**config.mk**
```make
export PLATFORM = sky130hd
export DESIGN_NAME = csb_top
export DESIGN_NICKNAME = d
export VERILOG_FILES = /design/src/csb_pkg.sv /design/src/csb_duty_if.sv /design/src/csb_duty_seq.sv /design/src/csb_top.sv
export SDC_FILE = /design/constraint.sdc
export NUM_CORES = 1
export LEC_CHECK = 0
export ABC_AREA = 1
export BUFFER_PORTS_ARGS = -buffer_cell sky130_fd_sc_hd__buf_2
export CAP_MARGIN = 20
export CORE_ASPECT_RATIO = 1.5
export CORE_MARGIN = 2
export CORE_UTILIZATION = 53
export DETAILED_ROUTE_END_ITERATION = 10
export PLACE_DENSITY = 0.92
export SYNTH_ARGS = -nofsm -noshare
export SYNTH_HDL_FRONTEND = slang
export SYNTH_SLANG_ARGS = --single-unit
```
**constraint.sdc**
```tcl
create_clock -name mclk -period 2.3 [get_ports mclk]
set_input_delay 0.23 -clock mclk [delete_from_list [all_inputs] [get_ports mclk]]
set_output_delay 0.23 -clock mclk [all_outputs]
set_load 0.02 [all_outputs]
```
**src/csb_pkg.sv**
```systemverilog
package csb_pkg;
    // oscillator select encodings
    localparam logic [1:0] OSC_CRYSTAL  = 2'h0;
    localparam logic [1:0] OSC_INT_RC   = 2'h1;
    localparam logic [1:0] OSC_RESERVED = 2'h2;
    localparam logic [1:0] OSC_EXT_CLK  = 2'h3;
    // configuration byte addresses
    localparam logic [15:0] CFG0_ADDR = 16'hfb00;
    localparam logic [15:0] CFG1_ADDR = 16'hfb01;
    // field positions in configuration byte zero
    localparam int CFG0_WDOG_BIT  = 7;
    localparam int CFG0_BOV_HI    = 6;
    localparam int CFG0_BOV_LO    = 5;
    localparam int CFG0_FILT_BIT  = 2;
    localparam int CFG0_OSC_HI    = 1;
    localparam int CFG0_OSC_LO    = 0;
    // field positions in configuration byte one
    localparam int CFG1_RCF_BIT   = 5;
    // auxiliary clock control
    localparam int ACK_CLKOUT_BIT = 7;
    // brownout encodings of the configuration field (trip in centivolts)
    localparam logic [1:0] CFG_BROWNOUT_LEVEL_2V4 = 2'h3;
    localparam logic [1:0] CFG_BROWNOUT_LEVEL_2V7 = 2'h2;
    localparam logic [1:0] CFG_BROWNOUT_LEVEL_3V8 = 2'h1;
    localparam logic [1:0] CFG_BROWNOUT_LEVEL_4V5 = 2'h0;
    localparam logic [8:0] TRIP_2V4 = 9'h0f0;
    localparam logic [8:0] TRIP_2V7 = 9'h10e;
    localparam logic [8:0] TRIP_3V8 = 9'h17c;
    localparam logic [8:0] TRIP_4V5 = 9'h1c2;
    // reset values
    localparam logic [7:0] CFG_RST = 8'hff;
    // clock output divider: toggle every 2 cycles gives 1/4 rate
    localparam int CLKOUT_DIV  = 4;
    localparam int CLKOUT_HALF = CLKOUT_DIV / 2;
    // low-power brownout duty cycle in detector clock periods
    localparam int LP_SENSE_PER = 64;
    localparam int LP_OFF_PER   = 960;
    // brownout response states
    typedef enum logic [2:0] {
        BO_OK   = 3'b001,
        BO_LOW  = 3'b010,
        BO_IDLE = 3'b100
    } csb_bo_type;
endpackage

```
**src/csb_duty_if.sv**
```systemverilog
`timescale 1ns/1ps
`default_nettype none
// link between the top and the low-power duty sequencer
interface csb_duty_if;
    logic run;      // request duty cycling
    logic tick;     // detector clock enable
    logic sense;    // detector powered
    modport ctrl (output run, output tick, input sense);
    modport seq  (input run, input tick, output sense);
endinterface
`default_nettype wire

```
**src/csb_duty_seq.sv**
```systemverilog
`timescale 1ns/1ps
`default_nettype none
module csb_duty_seq (
    input  wire logic    mclk,   // system clock
    input  wire logic    srst,   // sync reset
    csb_duty_if.seq      duty    // duty control
);
    import csb_pkg::*;

    logic [9:0] cnt_q;
    logic [9:0] cnt_d;
    logic       on_q;
    logic       on_d;

    // sense for 64 ticks, off for 960, repeat while requested
    always_comb begin
        cnt_d = cnt_q;
        on_d  = on_q;
        if (!duty.run) begin
            cnt_d = 10'h000;
            on_d  = 1'b1;
        end else if (duty.tick) begin
            if (on_q && cnt_q == 10'(LP_SENSE_PER - 1)) begin
                cnt_d = 10'h000;
                on_d  = 1'b0;
            end else if (!on_q && cnt_q == 10'(LP_OFF_PER - 1)) begin
                cnt_d = 10'h000;
                on_d  = 1'b1;
            end else begin
                cnt_d = cnt_q + 10'h001;
            end
        end
    end

    // state registers
    always_ff @(posedge mclk) begin
        if (srst) begin
            cnt_q <= 10'h000;
            on_q  <= 1'b1;
        end else begin
            cnt_q <= cnt_d;
            on_q  <= on_d;
        end
    end

    assign duty.sense = on_q;

    chk_sense_len: assert property (
        @(posedge mclk) disable iff (srst)
        duty.run && on_q && duty.tick && cnt_q == 10'h03f
        |=> !on_q) else $error("sense phase not 64 ticks");
    chk_off_len: assert property (
        @(posedge mclk) disable iff (srst)
        duty.run && !on_q && duty.tick && cnt_q == 10'h3bf
        |=> on_q) else $error("off phase not 960 ticks");
endmodule
`default_nettype wire

```
**src/csb_top.sv**
```systemverilog
`timescale 1ns/1ps
`default_nettype none
module csb_top (
    input  wire logic       mclk,              // cpu clock
    input  wire logic       srst,              // sync reset, power-on
    input  wire logic       cfg_load,          // pulse: flash bytes valid
    input  wire logic [7:0] cfg_byte_zero,     // flash byte at fb00
    input  wire logic [7:0] cfg_byte_one,      // flash byte at fb01
    input  wire logic [7:0] aux_clock_ctrl,    // auxiliary clock control
    input  wire logic [1:0] brownout_level_wr, // software level value
    input  wire logic       brownout_level_we, // pulse: level write
    input  wire logic       bo_reset_en,       // 1 reset, 0 interrupt
    input  wire logic       low_power_brownout,// duty-cycled sensing while in BO_LOW
    input  wire logic       detector_rc_tick,  // detector clock enable
    input  wire logic       vdd_below,         // comparator: below trip
    input  wire logic       port_out_bit,      // port latch for osc out
    input  wire logic       port_in_bit,       // port latch for osc in
    output logic            osc_select_hi,     // oscillator select bit 1
    output logic            osc_select_lo,     // oscillator select bit 0
    output logic            rc_run,            // internal rc enable
    output logic            rc_freq_select,    // 1 high rc frequency
    output logic            xtal_run,          // crystal amp enable
    output logic            ext_clk_sel,       // clock from osc in pin
    output logic            wdog_clk_select,   // 1 cpu clock to watchdog
    output logic            clk_filter_en,     // clock filter enable
    output logic [1:0]      brownout_level,    // runtime trip level
    output logic [8:0]      brownout_trip_level, // trip, centivolts
    output logic            detector_on,       // detector powered
    output logic            bo_cpu_reset,      // hold cpu in reset
    output logic            bo_irq,            // pulse on crossing
    output logic            osc_out_pin_o,     // osc out pin drive
    output logic            osc_out_pin_oe_n,  // low while driving
    output logic            osc_in_pin_o,      // osc in pin drive
    output logic            osc_in_pin_oe_n    // low while driving
);
    import csb_pkg::*;

    // decode the configuration brownout field to a trip level
    function automatic logic [8:0] trip_of(input logic [1:0] cfg_brownout_level);
        case (cfg_brownout_level)
            CFG_BROWNOUT_LEVEL_2V4: trip_of = TRIP_2V4;
            CFG_BROWNOUT_LEVEL_2V7: trip_of = TRIP_2V7;
            CFG_BROWNOUT_LEVEL_3V8: trip_of = TRIP_3V8;
            default:  trip_of = TRIP_4V5;
        endcase
    endfunction

    logic [7:0] cfg0_q, cfg0_d, cfg1_q, cfg1_d;
    logic       loaded_q, loaded_d;
    logic [1:0] bov_q, bov_d;

    // latch config once after reset; later loads are ignored
    always_comb begin
        cfg0_d   = cfg0_q;
        cfg1_d   = cfg1_q;
        loaded_d = loaded_q;
        bov_d    = bov_q;
        if (cfg_load && !loaded_q) begin
            cfg0_d   = cfg_byte_zero;
            cfg1_d   = cfg_byte_one;
            loaded_d = 1'b1;
            bov_d    = ~cfg_byte_zero[CFG0_BOV_HI:CFG0_BOV_LO];
        end else if (brownout_level_we && loaded_q) begin
            bov_d = brownout_level_wr;
        end
    end

    always_ff @(posedge mclk) begin
        if (srst) begin
            cfg0_q   <= CFG_RST;
            cfg1_q   <= CFG_RST;
            loaded_q <= 1'b0;
            bov_q    <= ~CFG_BROWNOUT_LEVEL_4V5; // matches the 4.5 V trip held in reset
        end else begin
            cfg0_q   <= cfg0_d;
            cfg1_q   <= cfg1_d;
            loaded_q <= loaded_d;
            bov_q    <= bov_d;
        end
    end

    logic [1:0] osc_sel;
    assign osc_sel = {cfg0_q[CFG0_OSC_HI], cfg0_q[CFG0_OSC_LO]};

    // clock output divider, runs regardless of idle
    logic [1:0] div_q, div_d;
    logic       ck_q, ck_d;
    logic       ck_allow;
    assign ck_allow = aux_clock_ctrl[ACK_CLKOUT_BIT]
                      && (osc_sel == OSC_INT_RC || osc_sel == OSC_EXT_CLK);

    always_comb begin
        div_d = div_q;
        ck_d  = ck_q;
        if (!ck_allow) begin
            div_d = 2'h0;
            ck_d  = 1'b0;
        end else if (div_q == 2'(CLKOUT_HALF - 1)) begin
            div_d = 2'h0;
            ck_d  = ~ck_q;
        end else begin
            div_d = div_q + 2'h1;
        end
    end

    always_ff @(posedge mclk) begin
        if (srst) begin
            div_q <= 2'h0;
            ck_q  <= 1'b0;
        end else begin
            div_q <= div_d;
            ck_q  <= ck_d;
        end
    end

    // brownout response machine
    csb_bo_type bo_q, bo_d;
    logic       irq_d, rst_d;
    csb_duty_if duty ();

    assign duty.run  = low_power_brownout && bo_q == BO_LOW;
    assign duty.tick = detector_rc_tick;

    csb_duty_seq u_duty (
        .mclk (mclk),
        .srst (srst),
        .duty (duty)
    );

    always_comb begin
        bo_d  = bo_q;
        irq_d = 1'b0;
        case (bo_q)
            BO_IDLE: bo_d = loaded_q ? BO_OK : BO_IDLE;
            BO_OK: begin
                if (vdd_below) begin
                    bo_d  = BO_LOW;
                    irq_d = !bo_reset_en;
                end
            end
            BO_LOW: begin
                if (!vdd_below && duty.sense) begin
                    bo_d  = BO_OK;
                    irq_d = !bo_reset_en;
                end
            end
            default: bo_d = BO_IDLE;
        endcase
        rst_d = bo_reset_en && bo_d == BO_LOW;
    end

    always_ff @(posedge mclk) begin
        if (srst) begin
            bo_q         <= BO_IDLE;
            bo_irq       <= 1'b0;
            bo_cpu_reset <= 1'b0;
        end else begin
            bo_q         <= bo_d;
            bo_irq       <= irq_d;
            bo_cpu_reset <= rst_d;
        end
    end

    // registered configuration and pin outputs
    always_ff @(posedge mclk) begin
        if (srst) begin
            osc_select_hi       <= 1'b0;
            osc_select_lo       <= 1'b0;
            rc_run              <= 1'b0;
            rc_freq_select      <= 1'b0;
            xtal_run            <= 1'b0;
            ext_clk_sel         <= 1'b0;
            wdog_clk_select     <= 1'b0;
            clk_filter_en       <= 1'b0;
            brownout_level      <= ~CFG_BROWNOUT_LEVEL_4V5;
            brownout_trip_level <= TRIP_4V5;
            detector_on         <= 1'b1;
            osc_out_pin_o       <= 1'b1;
            osc_out_pin_oe_n    <= 1'b1;
            osc_in_pin_o        <= 1'b1;
            osc_in_pin_oe_n     <= 1'b1;
        end else begin
            osc_select_hi   <= osc_sel[1];
            osc_select_lo   <= osc_sel[0];
            rc_run          <= osc_sel == OSC_INT_RC;
            ext_clk_sel     <= osc_sel == OSC_EXT_CLK;
            xtal_run        <= osc_sel == OSC_CRYSTAL;
            rc_freq_select  <= cfg1_q[CFG1_RCF_BIT];
            wdog_clk_select <= cfg0_q[CFG0_WDOG_BIT];
            clk_filter_en   <= cfg0_q[CFG0_FILT_BIT];
            brownout_level  <= bov_q;
            brownout_trip_level <= trip_of(~bov_q);
            detector_on     <= duty.sense;
            osc_in_pin_o    <= port_in_bit;
            osc_in_pin_oe_n <= !(osc_sel == OSC_INT_RC && !port_in_bit);
            if (ck_allow) begin
                osc_out_pin_o    <= ck_d;
                osc_out_pin_oe_n <= 1'b0;
            end else if (osc_sel == OSC_INT_RC) begin
                osc_out_pin_o    <= port_out_bit;
                osc_out_pin_oe_n <= port_out_bit;
            end else begin
                osc_out_pin_o    <= 1'b1;
                osc_out_pin_oe_n <= 1'b1;
            end
        end
    end

    // configuration capture and brownout level
    chk_cfg_frozen: assert property (
        @(posedge mclk) disable iff (srst)
        loaded_q |=> $stable(cfg0_q) && $stable(cfg1_q))
        else $error("config changed after load");
    chk_bov_invert: assert property (
        @(posedge mclk) disable iff (srst)
        cfg_load && !loaded_q |=> bov_q == ~$past(cfg_byte_zero[6:5]))
        else $error("level not inverted config");
    chk_lvl_refused: assert property (
        @(posedge mclk) disable iff (srst)
        !loaded_q && !cfg_load |=> $stable(bov_q))
        else $error("level changed before load");
    chk_trip_map: assert property (
        @(posedge mclk) disable iff (srst)
        bov_q == 2'h0 |=> brownout_trip_level == TRIP_2V4)
        else $error("level 0 not lowest trip");
    chk_wdog_sel: assert property (
        @(posedge mclk) disable iff (srst)
        loaded_q |=> wdog_clk_select == $past(cfg0_q[7]))
        else $error("watchdog select wrong");
    chk_rc_freq: assert property (
        @(posedge mclk) disable iff (srst)
        loaded_q |=> rc_freq_select == $past(cfg1_q[5]))
        else $error("rc frequency select wrong");

    // oscillator selection and pins
    chk_rc_run: assert property (
        @(posedge mclk) disable iff (srst)
        osc_sel == OSC_INT_RC |=> rc_run && !xtal_run && !ext_clk_sel)
        else $error("rc mode not selected");
    chk_ext_sel: assert property (
        @(posedge mclk) disable iff (srst)
        osc_sel == OSC_EXT_CLK |=> ext_clk_sel && !rc_run && !xtal_run)
        else $error("external clock not selected");
    chk_rc_pins: assert property (
        @(posedge mclk) disable iff (srst)
        osc_sel == OSC_INT_RC && !ck_allow
        |=> osc_out_pin_oe_n == $past(port_out_bit)
            && osc_in_pin_oe_n == $past(port_in_bit))
        else $error("rc mode pins not port bits");
    chk_xtal_quiet: assert property (
        @(posedge mclk) disable iff (srst)
        osc_sel == OSC_CRYSTAL |=> osc_out_pin_oe_n)
        else $error("crystal mode drove osc out");
    chk_ext_float: assert property (
        @(posedge mclk) disable iff (srst)
        osc_sel == OSC_EXT_CLK && !ck_allow |=> osc_out_pin_oe_n)
        else $error("ext clock pin not floating");
    chk_clkout_drive: assert property (
        @(posedge mclk) disable iff (srst)
        ck_allow |=> !osc_out_pin_oe_n && osc_out_pin_o == ck_q)
        else $error("clock output not on pin");
    chk_clkout_rate: assert property (
        @(posedge mclk) disable iff (srst)
        ck_allow && $changed(ck_q) ##1 ck_allow ##1 ck_allow
        |-> $changed(ck_q))
        else $error("clock output not quarter rate");

    // brownout response
    chk_bo_reset: assert property (
        @(posedge mclk) disable iff (srst)
        bo_q == BO_OK && vdd_below && bo_reset_en |=> bo_cpu_reset)
        else $error("brownout reset missing");
    chk_bo_irq: assert property (
        @(posedge mclk) disable iff (srst)
        bo_q == BO_OK && vdd_below && !bo_reset_en
        |=> bo_irq ##1 (!bo_irq || bo_q == BO_OK))
        else $error("brownout irq not one pulse");
    chk_irq_rise: assert property (
        @(posedge mclk) disable iff (srst)
        bo_q == BO_LOW && !vdd_below && duty.sense && !bo_reset_en
        |=> bo_irq)
        else $error("recovery irq missing");
    chk_bo_recover: assert property (
        @(posedge mclk) disable iff (srst)
        bo_q == BO_LOW && !vdd_below && duty.sense |=> !bo_cpu_reset)
        else $error("cpu reset not released");
    chk_lp_idle: assert property (
        @(posedge mclk) disable iff (srst)
        !duty.run |=> duty.sense)
        else $error("detector off outside duty cycling");
endmodule
`default_nettype wire

```
==> results.sh <==
export IMPL_status="finished clean"
export IMPL_slowest_delay_ns=0.38
export IMPL_hold_violations=0
export IMPL_finalNetCount=309
export IMPL_worstPathArrival_ns=1.52
export IMPL_synth_xor_area_share_pct=2.817
export IMPL_dp_cells=300
export IMPL_num_antenna_cells=0
export IMPL_path_clk_slew_ns=0.08
export IMPL_rows=26
export IMPL_ys_ff_latch=48
export IMPL_via_count=1518
export IMPL_area_growth_synth_to_final_pct=17.50
export IMPL_critical_path_class="reg -> reg"
export IMPL_die_x_um=52.44
export IMPL_final_common_cell="dfxtp_1"
export IMPL_synth_top_family_by_area="simple AND/OR/NAND/NOR gates"
export IMPL_synth_seq_area_share_pct=51.51
export IMPL_cp_max_fo=6
export IMPL_setup_viol=0
export IMPL_rsz0062_at_grt="no"
export IMPL_layout_drive_gt1_share_pct=26.69
export IMPL_die_h_um=76.66
export IMPL_cp_num_buf_inv=0
export IMPL_synth_compound_area_share_pct=6.640
export IMPL_drc=0
export IMPL_cts_sinks=48
export IMPL_ys_flop_type="dfxtp_1"
export IMPL_cts_tree="done"
export IMPL_min_period_ns=1.328
export IMPL_fin_cells=308
export IMPL_viasPerCell=4.929
export IMPL_slowest_stage="dfxtp_1"
export IMPL_place_gp_congestion=0.8467
export IMPL_htreeDepth=2
export IMPL_hp_class="in -> reg"
export IMPL_synth_fp_nets=264
export IMPL_hold_slack_ns=0.1009
export IMPL_root_buffer="clkbuf_8"
export IMPL_drt_initial_drc_count=27
export IMPL_stdcell_area_um2=2192
export IMPL_dieArea_um2=4020
export IMPL_path_cells="ha_1, nand2_1, nor2_1, nand2_1, nor2_4, nand2_2, nand2_4, nor3_2"
export IMPL_postSynthCellCount=220
export IMPL_routed_wl_um=3426
export IMPL_first_pass_iters=4
export IMPL_cts_buffers=5
export IMPL_overflow=0
export IMPL_cts_hold_fix_buffers=0
export IMPL_met1_length_um=1291
export IMPL_critPathTopFamily="simple AND/OR/NAND/NOR gates"
export IMPL_cts_buffer_depth=2
export IMPL_portBuffers=44
export IMPL_max_cap_violations=0
export IMPL_powerDensity_nw_per_um2=753.4
export IMPL_max_freq_mhz=752.9
export IMPL_route_met3_wl_um=175
export IMPL_grt_max_degree=19
export IMPL_synth_edf_count=0
export IMPL_synth_cell_types=28
export IMPL_core_area_um2=3383
export IMPL_met2WireLength_um=1818
export IMPL_yosys_area_share_simple_pct=25.02
export IMPL_cp_end_kind="register"
export IMPL_finalMaxSlewViolations=0
export IMPL_async_flop_share_pct=0
export IMPL_vdd_drop_max_mv=0.6937
export IMPL_highest_layer="met4"
export IMPL_postSynthAreaPerCell_um2=8.480
export IMPL_tns_ns=0
export IMPL_synth_fa_ha_area_share_pct=5.366
export IMPL_ys_warn_count=0
export IMPL_antenna_left=0
export IMPL_cts_resized=0
export IMPL_routedWlPerCell_um=11.12
export IMPL_path_common_cell="nand2_1"
export IMPL_fin_crit_sh_pct=57.75
export IMPL_placed_area_um2=2102
export IMPL_grt_pass1_vias=1479
export IMPL_start_util_pct=55.14
export IMPL_post_cts_setup_buffers=0
export IMPL_skew_ns=0.004149
export IMPL_grt_usage_pct=19.89
export IMPL_antenna_found_initial=0
export IMPL_synthMuxAreaShare_pct=0
export IMPL_p_leak_nw=1.042
export IMPL_final_cell_mix="dfxtp_1, buf_2, nand2_1"
export IMPL_clk_insertion_delay_late_ns=0.30
export IMPL_cp_start_kind="register"
export IMPL_ios=62
export IMPL_worst_r2r_setup_slack_ns=0.97
export IMPL_dp_hpwl_um=2670
export IMPL_netlist_area_um2=1866
export IMPL_grt_pass1_wl_um=5947
export IMPL_required_ns=2.49
-- metal layers --
layer  global-route usage (%)  vias to the layer above
met3                    5.642                       14
met2                    33.13                       45
met5                        0                        -
met1                    20.65                      689
met4                    13.33                        0
li1                         -                      770
-- stage by stage --
step | util, % | worst slack (ns) | power (W)
finish | 64.79 | 0.9718 | 0.001652
global route | 64.79 | 0.8364 | 0.001738
CTS | 64.79 | 0.9586 | 0.001671
detailed placement | 62.13 | 0.8781 | 0.001177
global placement | 62.13 | 0.8976 | 0.001163
floorplan | - | 1.105 | 0.001103
-- flip-flops by register name (all words and copies together) (netlist names), 2 cells and up --
signal,count
bo_q,3
u_duty.cnt_q,10
bov_q,2
brownout_level,2
cfg0_q,4
div_q,2
brownout_trip_level,6
-- path summary, 6_finish.rpt --
check / startpoint / to / cells after the start
max: u_duty.cnt_q[0] / u_duty.cnt_q[7] / 8
min reg2reg: div_q[0] / div_q[0] / 1
max reg2reg: u_duty.cnt_q[0] / u_duty.cnt_q[7] / 8
min: bo_reset_en / bo_irq / 2
-- power breakdown --
group / switching (W) / internal (W)
Clock: 0.000250 / 0.000245
Combinational: 0.000156 / 0.0000820
Sequential: 0.0000282 / 0.000891
Total: 0.000434 / 0.00122
-- layout make-up --
cell class,instances,area [um^2]
fill,290,1191
sequential,48,960.9
multi-input combinational,134,747.0
timing repair buffer,44,220.2
inverter,32,121.4
clock buffer,8,90.09
tap,42,52.55
-- synth_stat cells (2+ instances only) --
master | instances | area [um^2]
buf_2 | 2 | 10.01
inv_1 | 26 | 97.59
nor2_4 | 2 | 22.52
buf_4 | 3 | 22.52
nand3_2 | 3 | 30.03
xnor2_1 | 2 | 17.52
nand2_2 | 3 | 18.77
dfxtp_1 | 48 | 960.9
o211ai_1 | 6 | 45.04
nor3_1 | 3 | 15.01
xor2_1 | 4 | 35.03
a21oi_1 | 7 | 35.03
nand2_1 | 36 | 135.1
nor2_1 | 29 | 108.9
nor3_2 | 2 | 20.02
nor2_2 | 4 | 25.02
nand3_1 | 12 | 60.06
inv_2 | 5 | 18.77
o21ai_0 | 7 | 35.03
ha_1 | 8 | 100.1
-- logic make-up (layout without fill, tap and decap cells) --
kind of cell	count (synthesis)	after routing
other	1	1
DFF	48	48
AOI/OAI and AO/OA	21	21
xor gates and xnor gates	6	6
buffers and inverters	38	84
adders and majority gates	8	8
and+or+nand+nor	98	98
Note: power is estimated with default switching activity, not from simulation.
